### src/core/rps_pkg.sv
// package of constants and types for the reset pin sequencer
package rps_pkg;

	// ---------------------------------------------------------------
	// register offsets (byte addresses on the apb bus)
	// ---------------------------------------------------------------
	localparam logic [7:0] OFF_CTRL   = 8'h00; // control bits
	localparam logic [7:0] OFF_STATUS = 8'h04; // sticky reset source flags
	localparam logic [7:0] OFF_MASK   = 8'h08; // interrupt mask
	localparam logic [7:0] OFF_CFG    = 8'h0C; // latched start-up config
	localparam logic [7:0] OFF_STATE  = 8'h10; // sequencer state

	// ---------------------------------------------------------------
	// field positions
	// ---------------------------------------------------------------
	localparam int CTRL_BIDIR_BIT = 0; // bidir_reset_enable
	localparam int CTRL_PWDCF_BIT = 1; // powerdown_config_select
	localparam int FLG_SW         = 0; // software reset
	localparam int FLG_WDT        = 1; // watchdog reset
	localparam int FLG_SHORT      = 2; // synchronous short hardware
	localparam int FLG_LONG       = 3; // synchronous long hardware
	localparam int FLG_ASYNC      = 4; // asynchronous hardware
	localparam int FLG_POR        = 5; // asynchronous power-on
	localparam int NFLG           = 6; // number of source flags

	// ---------------------------------------------------------------
	// reset values
	// ---------------------------------------------------------------
	localparam logic [1:0]      CTRL_RST = 2'h0;
	localparam logic [NFLG-1:0] FLG_RST  = 6'h00;
	localparam logic [NFLG-1:0] MASK_RST = 6'h00;
	localparam logic [15:0]     CFG_RST  = 16'hFFFF;

	// ---------------------------------------------------------------
	// port 0 sample masks per reset kind
	// ---------------------------------------------------------------
	localparam logic [15:0] P0_MSK_SWWD  = 16'h1F00; // bits 12..8
	localparam logic [15:0] P0_SET_SWWD  = 16'h00FC; // bits 7..2 forced to 1
	localparam logic [15:0] P0_MSK_SHORT = 16'h1FFF; // all but top three
	localparam logic [15:0] P0_MSK_ALL   = 16'hFFFF; // all sixteen

	// ---------------------------------------------------------------
	// timing, in clock_phase_unit ticks
	// ---------------------------------------------------------------
	localparam int TCL_PER_CLK  = 1;    // CLK cycles per clock phase unit
	localparam int SEQ_TCL      = 1024; // internal reset sequence length
	localparam int SAMPLE_TCL   = 8;    // filtered input sample point
	localparam int FILTER_TCL   = 4;    // least low time of a hw reset
	localparam int CNT_W        = 11;   // sequence counter width

	// ---------------------------------------------------------------
	// sequencer states, one-hot
	// ---------------------------------------------------------------
	typedef enum logic [4:0] {
		ST_ASYNC = 5'b00001, // held in async reset while input low
		ST_SEQ   = 5'b00010, // internal reset sequence running
		ST_POST  = 5'b00100, // waiting to sample filtered input
		ST_INIT  = 5'b01000, // initialization until end of init
		ST_RUN   = 5'b10000  // normal operation
	} rps_state_t;

endpackage : rps_pkg

### src/core/rps_tick.sv
// clock phase unit enable divider
`timescale 1ns/1ps
`default_nettype none
module rps_tick #(
	parameter int DIV = 1 // CLK cycles per enable pulse
) (
	input  wire logic CLK,  // system clock
	input  wire logic SRST, // synchronous reset, active high
	output logic      TICK  // one-cycle enable pulse
);
	// ---------------------------------------------------------------
	// divider
	// ---------------------------------------------------------------
	logic [15:0] cnt_ff; // cycles since last pulse

	// count up, pulse at wrap; DIV of one gives a pulse every cycle
	always_ff @(posedge CLK) begin
		if (SRST) begin
			cnt_ff <= 16'h0000;
			TICK   <= 1'b0;
		end else if (cnt_ff == 16'(DIV - 1)) begin
			cnt_ff <= 16'h0000;
			TICK   <= 1'b1;
		end else begin
			cnt_ff <= cnt_ff + 16'h0001;
			TICK   <= 1'b0;
		end
	end
endmodule : rps_tick
`default_nettype wire

### src/core/rps_seq.sv
// reset pin sequencer with apb register file and interrupt
//
// Decided for this implementation: the placing of the registers and register access over APB.
`timescale 1ns/1ps
`default_nettype none
module rps_seq
	import rps_pkg::*;
#(
	parameter int SEQ_LEN = SEQ_TCL // sequence length in phase units
) (
	input  wire logic        CLK,        // system clock
	input  wire logic        SRST,       // synchronous reset, active high
	input  wire logic        PSEL,       // apb select
	input  wire logic        PENABLE,    // apb enable
	input  wire logic        PWRITE,     // apb direction
	input  wire logic [7:0]  PADDR,      // apb byte address
	input  wire logic [31:0] PWDATA,     // apb write data
	output logic             PREADY,     // apb ready
	output logic [31:0]      PRDATA,     // apb read data
	output logic             PSLVERR,    // apb error
	input  wire logic        RESET_INPUT_PIN_I,    // reset_input_pin level, low active
	output logic             RESET_INPUT_PIN_O,    // reset_input_pin drive value
	output logic             RESET_INPUT_PIN_OE,   // reset_input_pin pull-down on
	output logic             RESET_OUTPUT_PIN_N,   // reset_output_pin, low active
	input  wire logic        RPD_I,      // reset_powerdown_cap_pin level
	output logic             RPD_PD,     // cap pin pull-down on
	output logic             RPD_PU,     // cap pin pull-up on
	input  wire logic [15:0] P0_I,       // port 0 configuration pins
	output logic [15:0]      P0_CFG,     // latched configuration
	input  wire logic        SW_RST,     // software reset request pulse
	input  wire logic        WDT_RST,    // watchdog reset request pulse
	input  wire logic        END_OF_INITIALIZATION_INSTRUCTION,      // end of init executed, pulse
	output logic             CORE_RST,   // internal reset state
	output logic             IRQ         // reset source interrupt
);
	// ---------------------------------------------------------------
	// state and storage
	// ---------------------------------------------------------------
	rps_state_t            state_ff;   // sequencer state
	logic [CNT_W-1:0]      cnt_ff;     // phase unit counter
	logic [2:0]            low_ff;     // input low filter counter
	logic [NFLG-1:0]       kind_ff;    // kind of running reset, one-hot
	logic                  bidir_ff;   // pull-down armed for this sequence
	logic [1:0]            ctrl_ff;    // control register
	logic [NFLG-1:0]       flg_ff;     // sticky source flags
	logic [NFLG-1:0]       mask_ff;    // interrupt mask
	logic                  rpd_s1_ff;  // cap pin synchroniser, stage one
	logic                  rpd_ff;     // cap pin synchronised level
	logic                  clock_phase_unit;        // phase unit enable
	logic                  wr_en;      // apb write takes effect
	logic [NFLG-1:0]       set_flg;    // flags set this cycle
	logic                  hw_req;     // hardware reset start request
	logic                  hw_async;   // started request is asynchronous
	logic                  seq_end;    // sequence completes this cycle
	logic                  post_end;   // sample point reached

	rps_tick #(.DIV(TCL_PER_CLK)) u_tick (
		.CLK  (CLK),
		.SRST (SRST),
		.TICK (clock_phase_unit)
	);

	// ---------------------------------------------------------------
	// helpers
	// ---------------------------------------------------------------
	// port 0 latch value for a reset kind, old value for unsampled bits except bits 7..2 forced to 1 on sw/wdt
	function automatic logic [15:0] p0_latch(input logic [NFLG-1:0] k,
			input logic [15:0] pins, input logic [15:0] old);
		logic [15:0] m;
		m = P0_MSK_ALL;
		if (k[FLG_SW] || k[FLG_WDT]) begin
			m = P0_MSK_SWWD;
		end else if (k[FLG_SHORT]) begin
			m = P0_MSK_SHORT;
		end
		p0_latch = (pins & m) | (old & ~m);
		if (k[FLG_SW] || k[FLG_WDT]) begin
			p0_latch = p0_latch | P0_SET_SWWD;
		end
	endfunction : p0_latch

	// one-hot flag vector for a position
	function automatic logic [NFLG-1:0] onehot(input int pos);
		onehot = NFLG'(1) << pos;
	endfunction : onehot

	// ---------------------------------------------------------------
	// cap pin synchroniser
	// ---------------------------------------------------------------
	// two stages; only the second stage is looked at by the logic
	always_ff @(posedge CLK) begin
		if (SRST) begin
			rpd_s1_ff <= 1'b0;
			rpd_ff    <= 1'b0;
		end else begin
			rpd_s1_ff <= RPD_I;
			rpd_ff    <= rpd_s1_ff;
		end
	end

	// ---------------------------------------------------------------
	// hardware reset detection
	// ---------------------------------------------------------------
	// filter: a low must last FILTER_TCL units to count as a reset;
	// a low cap pin skips the filter and goes asynchronous at once
	always_comb begin
		hw_async = ~RESET_INPUT_PIN_I & ~rpd_ff;
		hw_req   = hw_async | (low_ff == 3'(FILTER_TCL));
	end

	// low time counter, counts only in init/run; a low seen while a
	// sequence runs is marked used up, so one long press cannot start
	// a second short sequence once init begins with the pin still low
	always_ff @(posedge CLK) begin
		if (SRST || RESET_INPUT_PIN_I) begin
			low_ff <= 3'h0;
		end else if (state_ff != ST_INIT && state_ff != ST_RUN) begin
			low_ff <= 3'(FILTER_TCL + 1);
		end else if (clock_phase_unit && low_ff < 3'(FILTER_TCL)) begin
			low_ff <= low_ff + 3'h1;
		end
	end

	// ---------------------------------------------------------------
	// sequencer
	// ---------------------------------------------------------------
	assign seq_end  = state_ff == ST_SEQ && clock_phase_unit
		&& cnt_ff == CNT_W'(SEQ_LEN - 1);
	assign post_end = state_ff == ST_POST && clock_phase_unit
		&& cnt_ff == CNT_W'(SAMPLE_TCL - 1);

	// state, counter, reset kind and pull-down arming
	always_ff @(posedge CLK) begin
		if (SRST) begin
			state_ff <= ST_SEQ;
			cnt_ff   <= '0;
			kind_ff  <= onehot(FLG_POR);
			bidir_ff <= 1'b0;
		end else begin
			unique case (state_ff)
			ST_ASYNC: begin
				// held until the input is released
				cnt_ff <= '0;
				if (RESET_INPUT_PIN_I) begin
					state_ff <= ST_SEQ;
				end
			end
			ST_SEQ: begin
				if (clock_phase_unit) begin
					cnt_ff <= cnt_ff + CNT_W'(1);
				end
				// cap falls under a low input: switch to async
				if (!bidir_ff && !RESET_INPUT_PIN_I && !rpd_ff
						&& !kind_ff[FLG_POR]) begin
					state_ff <= ST_ASYNC;
					kind_ff  <= onehot(FLG_ASYNC);
				end else if (seq_end) begin
					state_ff <= ST_POST;
					cnt_ff   <= '0;
				end
			end
			ST_POST: begin
				if (clock_phase_unit) begin
					cnt_ff <= cnt_ff + CNT_W'(1);
				end
				if (post_end) begin
					cnt_ff   <= '0;
					bidir_ff <= 1'b0;
					if (!RESET_INPUT_PIN_I && kind_ff[FLG_SHORT]) begin
						kind_ff  <= onehot(FLG_LONG);
						state_ff <= ST_INIT;
					end else if (!RESET_INPUT_PIN_I && bidir_ff) begin
						// bidir sw/wdt degenerates to hardware
						kind_ff  <= onehot(FLG_SHORT);
						state_ff <= ST_SEQ;
					end else begin
						state_ff <= ST_INIT;
					end
				end
			end
			ST_INIT, ST_RUN: begin
				cnt_ff <= '0;
				if (hw_req) begin
					state_ff <= hw_async ? ST_ASYNC : ST_SEQ;
					kind_ff  <= hw_async ? onehot(FLG_ASYNC)
						: onehot(FLG_SHORT);
					bidir_ff <= ctrl_ff[CTRL_BIDIR_BIT] & ~hw_async;
				end else if (SW_RST || WDT_RST) begin
					state_ff <= ST_SEQ;
					kind_ff  <= SW_RST ? onehot(FLG_SW) : onehot(FLG_WDT);
					bidir_ff <= ctrl_ff[CTRL_BIDIR_BIT];
				end else if (END_OF_INITIALIZATION_INSTRUCTION && state_ff == ST_INIT) begin
					state_ff <= ST_RUN;
				end
			end
			endcase
		end
	end

	// ---------------------------------------------------------------
	// pin drivers
	// ---------------------------------------------------------------
	// open-drain reset pin: drive value is always low, enable pulls;
	// released at once when the cap pin reads low
	always_ff @(posedge CLK) begin
		if (SRST) begin
			RESET_INPUT_PIN_O  <= 1'b0;
			RESET_INPUT_PIN_OE <= 1'b0;
		end else begin
			RESET_INPUT_PIN_O  <= 1'b0;
			RESET_INPUT_PIN_OE <= state_ff == ST_SEQ && bidir_ff && rpd_ff
				&& !seq_end;
		end
	end

	// reset output low from any sequence start until end of init
	always_ff @(posedge CLK) begin
		if (SRST) begin
			RESET_OUTPUT_PIN_N <= 1'b0;
			CORE_RST <= 1'b1;
		end else begin
			RESET_OUTPUT_PIN_N <= state_ff == ST_RUN
				|| (state_ff == ST_INIT && END_OF_INITIALIZATION_INSTRUCTION && !hw_req
				&& !SW_RST && !WDT_RST);
			CORE_RST <= state_ff == ST_ASYNC || state_ff == ST_SEQ
				|| state_ff == ST_POST;
		end
	end

	// cap pin pull-down follows a low input, pull-up only after the
	// sequence so that it cannot fight the discharge
	always_ff @(posedge CLK) begin
		if (SRST) begin
			RPD_PD <= 1'b0;
			RPD_PU <= 1'b0;
		end else begin
			RPD_PD <= ~RESET_INPUT_PIN_I;
			RPD_PU <= ctrl_ff[CTRL_PWDCF_BIT]
				&& (state_ff == ST_INIT || state_ff == ST_RUN);
		end
	end

	// port 0 configuration, latched at sequence completion
	always_ff @(posedge CLK) begin
		if (SRST) begin
			P0_CFG <= CFG_RST;
		end else if (seq_end) begin
			P0_CFG <= p0_latch(kind_ff, P0_I, P0_CFG);
		end else if (post_end && !RESET_INPUT_PIN_I && kind_ff[FLG_SHORT]) begin
			P0_CFG <= P0_I;
		end
	end

	// ---------------------------------------------------------------
	// apb slave
	// ---------------------------------------------------------------
	assign wr_en = PSEL && PENABLE && PREADY && PWRITE;

	// zero wait states: ready and data prepared at the setup edge
	always_ff @(posedge CLK) begin
		if (SRST) begin
			PREADY  <= 1'b0;
			PRDATA  <= 32'h0000_0000;
			PSLVERR <= 1'b0;
		end else begin
			PREADY  <= PSEL && !PENABLE;
			PSLVERR <= 1'b0;
			PRDATA  <= 32'h0000_0000;
			if (PSEL && !PENABLE) begin
				unique case (PADDR)
				OFF_CTRL:   PRDATA <= {30'h0, ctrl_ff};
				OFF_STATUS: PRDATA <= {26'h0, flg_ff};
				OFF_MASK:   PRDATA <= {26'h0, mask_ff};
				OFF_CFG:    PRDATA <= {16'h0, P0_CFG};
				OFF_STATE:  PRDATA <= {27'h0, state_ff};
				default:    PSLVERR <= 1'b1; // unmapped
				endcase
			end
		end
	end

	// control: bidir enable writable only during init, every sequence
	// clears it; the powerdown select keeps its value
	always_ff @(posedge CLK) begin
		if (SRST) begin
			ctrl_ff <= CTRL_RST;
		end else if (state_ff != ST_INIT && state_ff != ST_RUN) begin
			ctrl_ff[CTRL_BIDIR_BIT] <= 1'b0;
		end else if (wr_en && PADDR == OFF_CTRL) begin
			ctrl_ff[CTRL_PWDCF_BIT] <= PWDATA[CTRL_PWDCF_BIT];
			if (state_ff == ST_INIT) begin
				ctrl_ff[CTRL_BIDIR_BIT] <= PWDATA[CTRL_BIDIR_BIT];
			end
		end
	end

	// ---------------------------------------------------------------
	// source flags and interrupt
	// ---------------------------------------------------------------
	// the final kind is flagged when init begins, so a degenerated
	// software or watchdog reset never shows its original source
	assign set_flg = (post_end && state_ff == ST_POST
		&& !(!RESET_INPUT_PIN_I && bidir_ff && !kind_ff[FLG_SHORT]))
		? ((!RESET_INPUT_PIN_I && kind_ff[FLG_SHORT]) ? onehot(FLG_LONG)
		: kind_ff) : '0;

	// write one to clear; a set in the same cycle wins
	always_ff @(posedge CLK) begin
		if (SRST) begin
			flg_ff <= FLG_RST;
		end else begin
			flg_ff <= (flg_ff & ~((wr_en && PADDR == OFF_STATUS)
				? PWDATA[NFLG-1:0] : '0)) | set_flg;
		end
	end

	// mask register and level interrupt
	always_ff @(posedge CLK) begin
		if (SRST) begin
			mask_ff <= MASK_RST;
			IRQ     <= 1'b0;
		end else begin
			if (wr_en && PADDR == OFF_MASK) begin
				mask_ff <= PWDATA[NFLG-1:0];
			end
			IRQ <= |(flg_ff & mask_ff);
		end
	end

	// ---------------------------------------------------------------
	// checks
	// ---------------------------------------------------------------
	AST_PD_ONLY_SEQ: assert property (@(posedge CLK) disable iff (SRST)
		RESET_INPUT_PIN_OE |-> $past(state_ff) == ST_SEQ && $past(bidir_ff))
		else $error("reset pin pulled outside a bidir sequence");
	AST_RESET_OUTPUT_PIN_INIT: assert property (@(posedge CLK) disable iff (SRST)
		$rose(RESET_OUTPUT_PIN_N) |-> $past(state_ff == ST_INIT && END_OF_INITIALIZATION_INSTRUCTION))
		else $error("reset output released without end of init");
	AST_PU_AFTER_SEQ: assert property (@(posedge CLK) disable iff (SRST)
		RPD_PU |-> $past(ctrl_ff[CTRL_PWDCF_BIT])
		&& $past(state_ff) != ST_SEQ)
		else $error("cap pull-up on during sequence or unselected");
	AST_ASYNC_START: assert property (@(posedge CLK) disable iff (SRST)
		((state_ff == ST_INIT || state_ff == ST_RUN) && !RESET_INPUT_PIN_I && !rpd_ff)
		|=> state_ff == ST_ASYNC)
		else $error("low input with low cap did not go async");
	AST_PD_FOLLOWS: assert property (@(posedge CLK) disable iff (SRST)
		!RESET_INPUT_PIN_I |=> RPD_PD)
		else $error("cap pull-down off while input low");
	AST_SHORT_START: assert property (@(posedge CLK) disable iff (SRST)
		(state_ff == ST_RUN && rpd_ff && low_ff == 3'(FILTER_TCL))
		|=> state_ff == ST_SEQ && kind_ff[FLG_SHORT])
		else $error("filtered low pulse did not start short reset");
	AST_SWWD_P0: assert property (@(posedge CLK) disable iff (SRST)
		(seq_end && (kind_ff[FLG_SW] || kind_ff[FLG_WDT]))
		|=> (P0_CFG & 16'hE0FF) == (($past(P0_CFG) & 16'hE003)
		| P0_SET_SWWD))
		else $error("software or watchdog reset latched wrong bits");
	AST_LONG_FLAG: assert property (@(posedge CLK) disable iff (SRST)
		(post_end && !RESET_INPUT_PIN_I && kind_ff[FLG_SHORT])
		|=> flg_ff[FLG_LONG] && P0_CFG == $past(P0_I))
		else $error("stretched short reset not handled as long");
	AST_BIDIR_HW: assert property (@(posedge CLK) disable iff (SRST)
		(post_end && !RESET_INPUT_PIN_I && bidir_ff && !kind_ff[FLG_SHORT])
		|=> state_ff == ST_SEQ && kind_ff[FLG_SHORT]
		&& $stable(flg_ff[FLG_SW]))
		else $error("bidir reset with low input not turned to hw");
	AST_BIDIR_CLR: assert property (@(posedge CLK) disable iff (SRST)
		state_ff == ST_SEQ |=> !ctrl_ff[CTRL_BIDIR_BIT])
		else $error("bidir enable survived a reset sequence");
endmodule : rps_seq
`default_nettype wire

### config.mk
export PLATFORM = sky130hd
export DESIGN_NAME = rps_seq
export DESIGN_NICKNAME = d
export VERILOG_FILES = /design/src/core/rps_pkg.sv /design/src/core/rps_tick.sv /design/src/core/rps_seq.sv
export SDC_FILE = /design/constraint.sdc
export NUM_CORES = 1
export LEC_CHECK = 0
export BUFFER_PORTS_ARGS = -buffer_cell sky130_fd_sc_hd__buf_4
export CAP_MARGIN = 30
export CORE_UTILIZATION = 54
export CTS_BUF_LIST = sky130_fd_sc_hd__clkbuf_4 sky130_fd_sc_hd__clkbuf_8
export DETAILED_ROUTE_END_ITERATION = 8
export GPL_ROUTABILITY_DRIVEN = 0
export GPL_TIMING_DRIVEN = 0
export HOLD_SLACK_MARGIN = 0.12
export PLACE_DENSITY = 0.8
export SYNTH_ARGS = -nofsm -noshare
export SYNTH_HDL_FRONTEND = slang
export SYNTH_SLANG_ARGS = --single-unit
### constraint.sdc
create_clock -name CLK -period 2.2 [get_ports CLK]
set_input_delay 0.11 -clock CLK [delete_from_list [all_inputs] [get_ports CLK]]
set_output_delay 0.11 -clock CLK [all_outputs]
set_load 0.02 [all_outputs]
==> results_dict.tcl <==
set metrics [dict create \
    run_status "finished, final reports clean" \
    h_tree_level_count 3 \
    rsz0062_at_grt "false" \
    i_o_pin_cnt 123 \
    finalSetupViolCount 0 \
    timing.max_cap.violations 0 \
    cellLeakagePower_uw 0.00238 \
    synthCells 483 \
    fraction_of_the_yosys_area_taken_by_sequential_cells_pct 43.9 \
    power-per-cell-area_mw_per_mm2 625 \
    number_of_synthesized_flops_with_an_enable_pin 0 \
    ff2ff_setup_slack_ps 120 \
    clk_latency_ps 370 \
    design.final.nets 690 \
    whs_path_depth 3 \
    crit_chain "buf_2, nor3_4, nand2_1, a31oi_1, or3_4, mux2_4" \
    cell_internal_pwr_uw 2710 \
    min_period_over_period_pct 94.6 \
    launch_instance_of_the_worst_min_delay_path "SRST" \
    dr.pass1.iters 5 \
    worstPathRequired_ps 2460 \
    post_drt_via_cell_ratio 5.41 \
    post-route-worst-setup-slack_ps 119 \
    detail_route.wl_per_cell_microns 15.1 \
    worstSetupPathType "reg -> reg" \
    synth.area.top_cells "sky130_fd_sc_hd__dfxtp_1, sky130_fd_sc_hd__nor2_1, sky130_fd_sc_hd__mux2i_1" \
    timing.critical_path.arrival_ps 2340 \
    total_power_uw 3660 \
    wl_microns 10900 \
    grt_start_max_net_pins 19 \
    whs_endpoint "PSLVERR$_SDFF_PP0_" \
    synth_area_per_cell_sq_um 9.34 \
    report.final.hold_viol_count 0 \
    grt_overflow 0 \
    die_h_microns 93.4 \
    placement.io_buffers 78 \
    max_root_sink_buffers 2 \
    worst_r2r_path_depth 6 \
    area_growth_syn_to_layout_pct 29.6 \
    holdCritPathClass "in -> reg" \
    design.die.area_sq_mm 0.00872 \
    netlist_area_sq_mm 0.00451 \
    power_switching_share_pct 25.9 \
    via_count 3928 \
    cts_tree "built" \
    ys_async_sr_fraction_pct 0 \
    clock_period_minus_final_worst_setup_slack_ps 2080 \
    synth-seq-cells 99 \
    antenna_cells_inserted 0 \
    layout.core_utilization_pct 74.1 \
    total_cts_buffers 9 \
    share_clk_of_total_power_pct 36.4 \
    highest_attainable_clock_frequency_mhz 480 \
    reg2reg_to "state_ff[3]$_SDFFE_PP0P_" \
    final_antenna_net_count 0 \
    num_rows 32 \
    placed_cells 679 \
    combinational_power_share_pct 12.8 \
    netlist-cell-type-count 70 \
    place_hpwl_microns 7810 \
    drt_initial_violations 214 \
    power.switching_uw 947 \
    ctsRootBufferMaster "sky130_fd_sc_hd__clkbuf_8" \
    yosys_warnings 0 \
    cp_slowest_stage_delay_ps 400 \
    max_transition_margin_pct 61.0 \
    die-width_microns 93.4 \
    grt_first_pass_wirelength_microns 17400 \
    endpoint_kind "flop" \
    drive_gt1_share_pct 24.7 \
    final.setup_skew_ps 13.0 \
    tns_ps 0 \
    clk_transition_reported_paths_ps 100 \
    pwr-share-seq_pct 50.8 \
    core-area_sq_mm 0.00789 \
    tightest_slew_ps 585 \
    post-synth-top-area-fraction_pct 43.9 \
    post-cts-setup-buffer-count 0 \
    antenna_found_initial 0 \
    critical_path.slowest_cell "sky130_fd_sc_hd__a31oi_1" \
    worst-path-max-fanout 10 \
    postSynth.topFlopCell "sky130_fd_sc_hd__dfxtp_1" \
    floorplan.initialDensity_pct 57.2 \
    ir_drop_mv 0.420 \
    clkSinkCount 99 \
    groute.usage.overall_pct 25.5 \
    place_ws_ps 94.8 \
    cell_taking_the_most_area_after_synthesis "sky130_fd_sc_hd__dfxtp_1" \
    crit-reg2reg-launch "state_ff[3]$_SDFFE_PP0P_" \
    timing.critical_path.from_type "flop" \
    detail_route.drc_violations 0 \
    finalNonFillerCells 726 \
    maxSlewViolCount 0 \
    vias_in_the_first_global_route 3765 \
]
==> layout make-up <==
class / count / area, sq um
clock buffers: 9 / 124
well taps: 102 / 128
plain buffers: 38 / 224
repair buffers: 109 / 896
flip-flops and latches: 99 / 1980
inverters: 8 / 30.0
clock inverters: 7 / 105
fillers: 570 / 2040
multi-input cells: 354 / 2360
==> synth_stat cells, drive strengths merged (6+ instances only) <==
library cell,number
dfxtp,99
nor2,74
nand2,35
buf,27
mux2i,20
xor2,16
a22oi,15
nand3,15
and2,14
nor2b,14
nor3,12
clkbuf,11
nor4,11
xnor2,11
a21oi,10
o21ai,9
inv,8
and3,7
nand4,7
mux2,6
==> layer usage <==
metal	vias up	track usage [%]	share of wire [%]
met1	1822	31.9	43
li1	1937	-	-
met2	143	43.8	48
met4	0	10.5	2.4
met3	26	3.90	5.9
met5	-	0	0
==> worst max path at each step <==
stage	from	end	slack, ps	cells past startpoint
2_1_floorplan	low_ff[0]$_SDFFE_PP0P_	state_ff[3]$_SDFFE_PP0P_	270	7
3_3_place_gp	state_ff[2]$_SDFFE_PP0P_	kind_ff[1]$_SDFFE_PP0P_	130	5
3_5_place_dp	low_ff[0]$_SDFFE_PP0P_	state_ff[3]$_SDFFE_PP0P_	90	7
4_1_cts	state_ff[2]$_SDFFE_PP0P_	kind_ff[1]$_SDFFE_PP0P_	50	5
5_1_grt	state_ff[3]$_SDFFE_PP0P_	cnt_ff[4]$_SDFF_PP0_	20	7
6_report	state_ff[3]$_SDFFE_PP0P_	state_ff[3]$_SDFFE_PP0P_	120	6
==> cells in the final DEF, fill, tap and decap left out, types with 3 or more instances in the layout <==
master | synthesis | final
sky130_fd_sc_hd__and3_1 | 6 | 6
sky130_fd_sc_hd__xor2_1 | 16 | 16
sky130_fd_sc_hd__o21ai_0 | 9 | 8
sky130_fd_sc_hd__a31oi_1 | 3 | 3
sky130_fd_sc_hd__nand3_1 | 13 | 13
sky130_fd_sc_hd__clkbuf_1 | 11 | 11
sky130_fd_sc_hd__and2_1 | 13 | 13
sky130_fd_sc_hd__nor3b_1 | 4 | 4
sky130_fd_sc_hd__buf_4 | 17 | 95
sky130_fd_sc_hd__xnor2_1 | 11 | 11
sky130_fd_sc_hd__nor2_1 | 71 | 71
sky130_fd_sc_hd__nor2b_1 | 14 | 14
sky130_fd_sc_hd__mux2_2 | 5 | 5
sky130_fd_sc_hd__mux2i_1 | 20 | 20
sky130_fd_sc_hd__dlygate4sd3_1 | 0 | 31
sky130_fd_sc_hd__dfxtp_1 | 99 | 99
sky130_fd_sc_hd__nor3_1 | 10 | 9
sky130_fd_sc_hd__nand2_1 | 34 | 34
sky130_fd_sc_hd__nor4_1 | 8 | 8
sky130_fd_sc_hd__clkbuf_8 | 0 | 9
sky130_fd_sc_hd__inv_1 | 8 | 8
sky130_fd_sc_hd__a32o_1 | 5 | 5
sky130_fd_sc_hd__buf_2 | 8 | 8
sky130_fd_sc_hd__a22o_1 | 5 | 5
sky130_fd_sc_hd__nand4_1 | 7 | 7
sky130_fd_sc_hd__a22oi_1 | 15 | 15
sky130_fd_sc_hd__a21oi_1 | 10 | 10
sky130_fd_sc_hd__conb_1 | 1 | 17
sky130_fd_sc_hd__ha_1 | 5 | 5
==> cells by family (layout without fill, tap and decap cells) <==
| group | Yosys count | after routing | share of synthesized area [%] |
|---|---|---|---|
| fa+ha+maj | 5 | 5 | 1.39 |
| buf+inv | 46 | 171 | 5.63 |
| xor+xnor | 27 | 27 | 5.24 |
| other cells | 1 | 17 | 0.0831 |
| simple gates | 207 | 207 | 24.4 |
| mux | 28 | 28 | 7.02 |
| compound gates | 70 | 70 | 12.3 |
| flops | 99 | 99 | 43.9 |
==> repair_timing <==
item,CTS,global route
endpoints found under the setup margin,0,11
endpoints found under the hold margin,42,0
gates resized for setup,0,5
hold buffers,31,0
==> critical path, delay by kind of cell, from the launching register on <==
family	cells	cell delay [ps]
simple gates	3	780
flops	1	320
buf+inv	1	180
compound gates	1	400
mux	1	300
==> metrics by stage <==
step	hold slack (ps)	area, sq um
3_3_place_gp	322	5290
4_1_cts	121	5820
2_1_floorplan	216	4570
3_5_place_dp	327	5290
6_report	130	5850
5_1_grt	139	5850
==> power by group through the flow <==
| stage | Sequential (uW) | Combinational [uW] | Clock (uW) |
|---|---|---|---|
| detailed placement | 1900 | 416 | 0 |
| floorplan | 1890 | 284 | 0 |
| CTS | 1860 | 460 | 1350 |
| global placement | 1900 | 406 | 0 |
| finish | 1860 | 467 | 1330 |
| global route | 1860 | 502 | 1420 |
==> flip-flops by register name (all words and copies together), names as in the netlist, 2 cells and up, named ones only <==
name,cells
PRDATA,16
u_tick.cnt_ff,16
P0_CFG,11
cnt_ff,9
flg_ff,6
kind_ff,6
mask_ff,6
state_ff,5
low_ff,3
ctrl_ff,2
No activity file was read; power rests on OpenSTA's default activity.
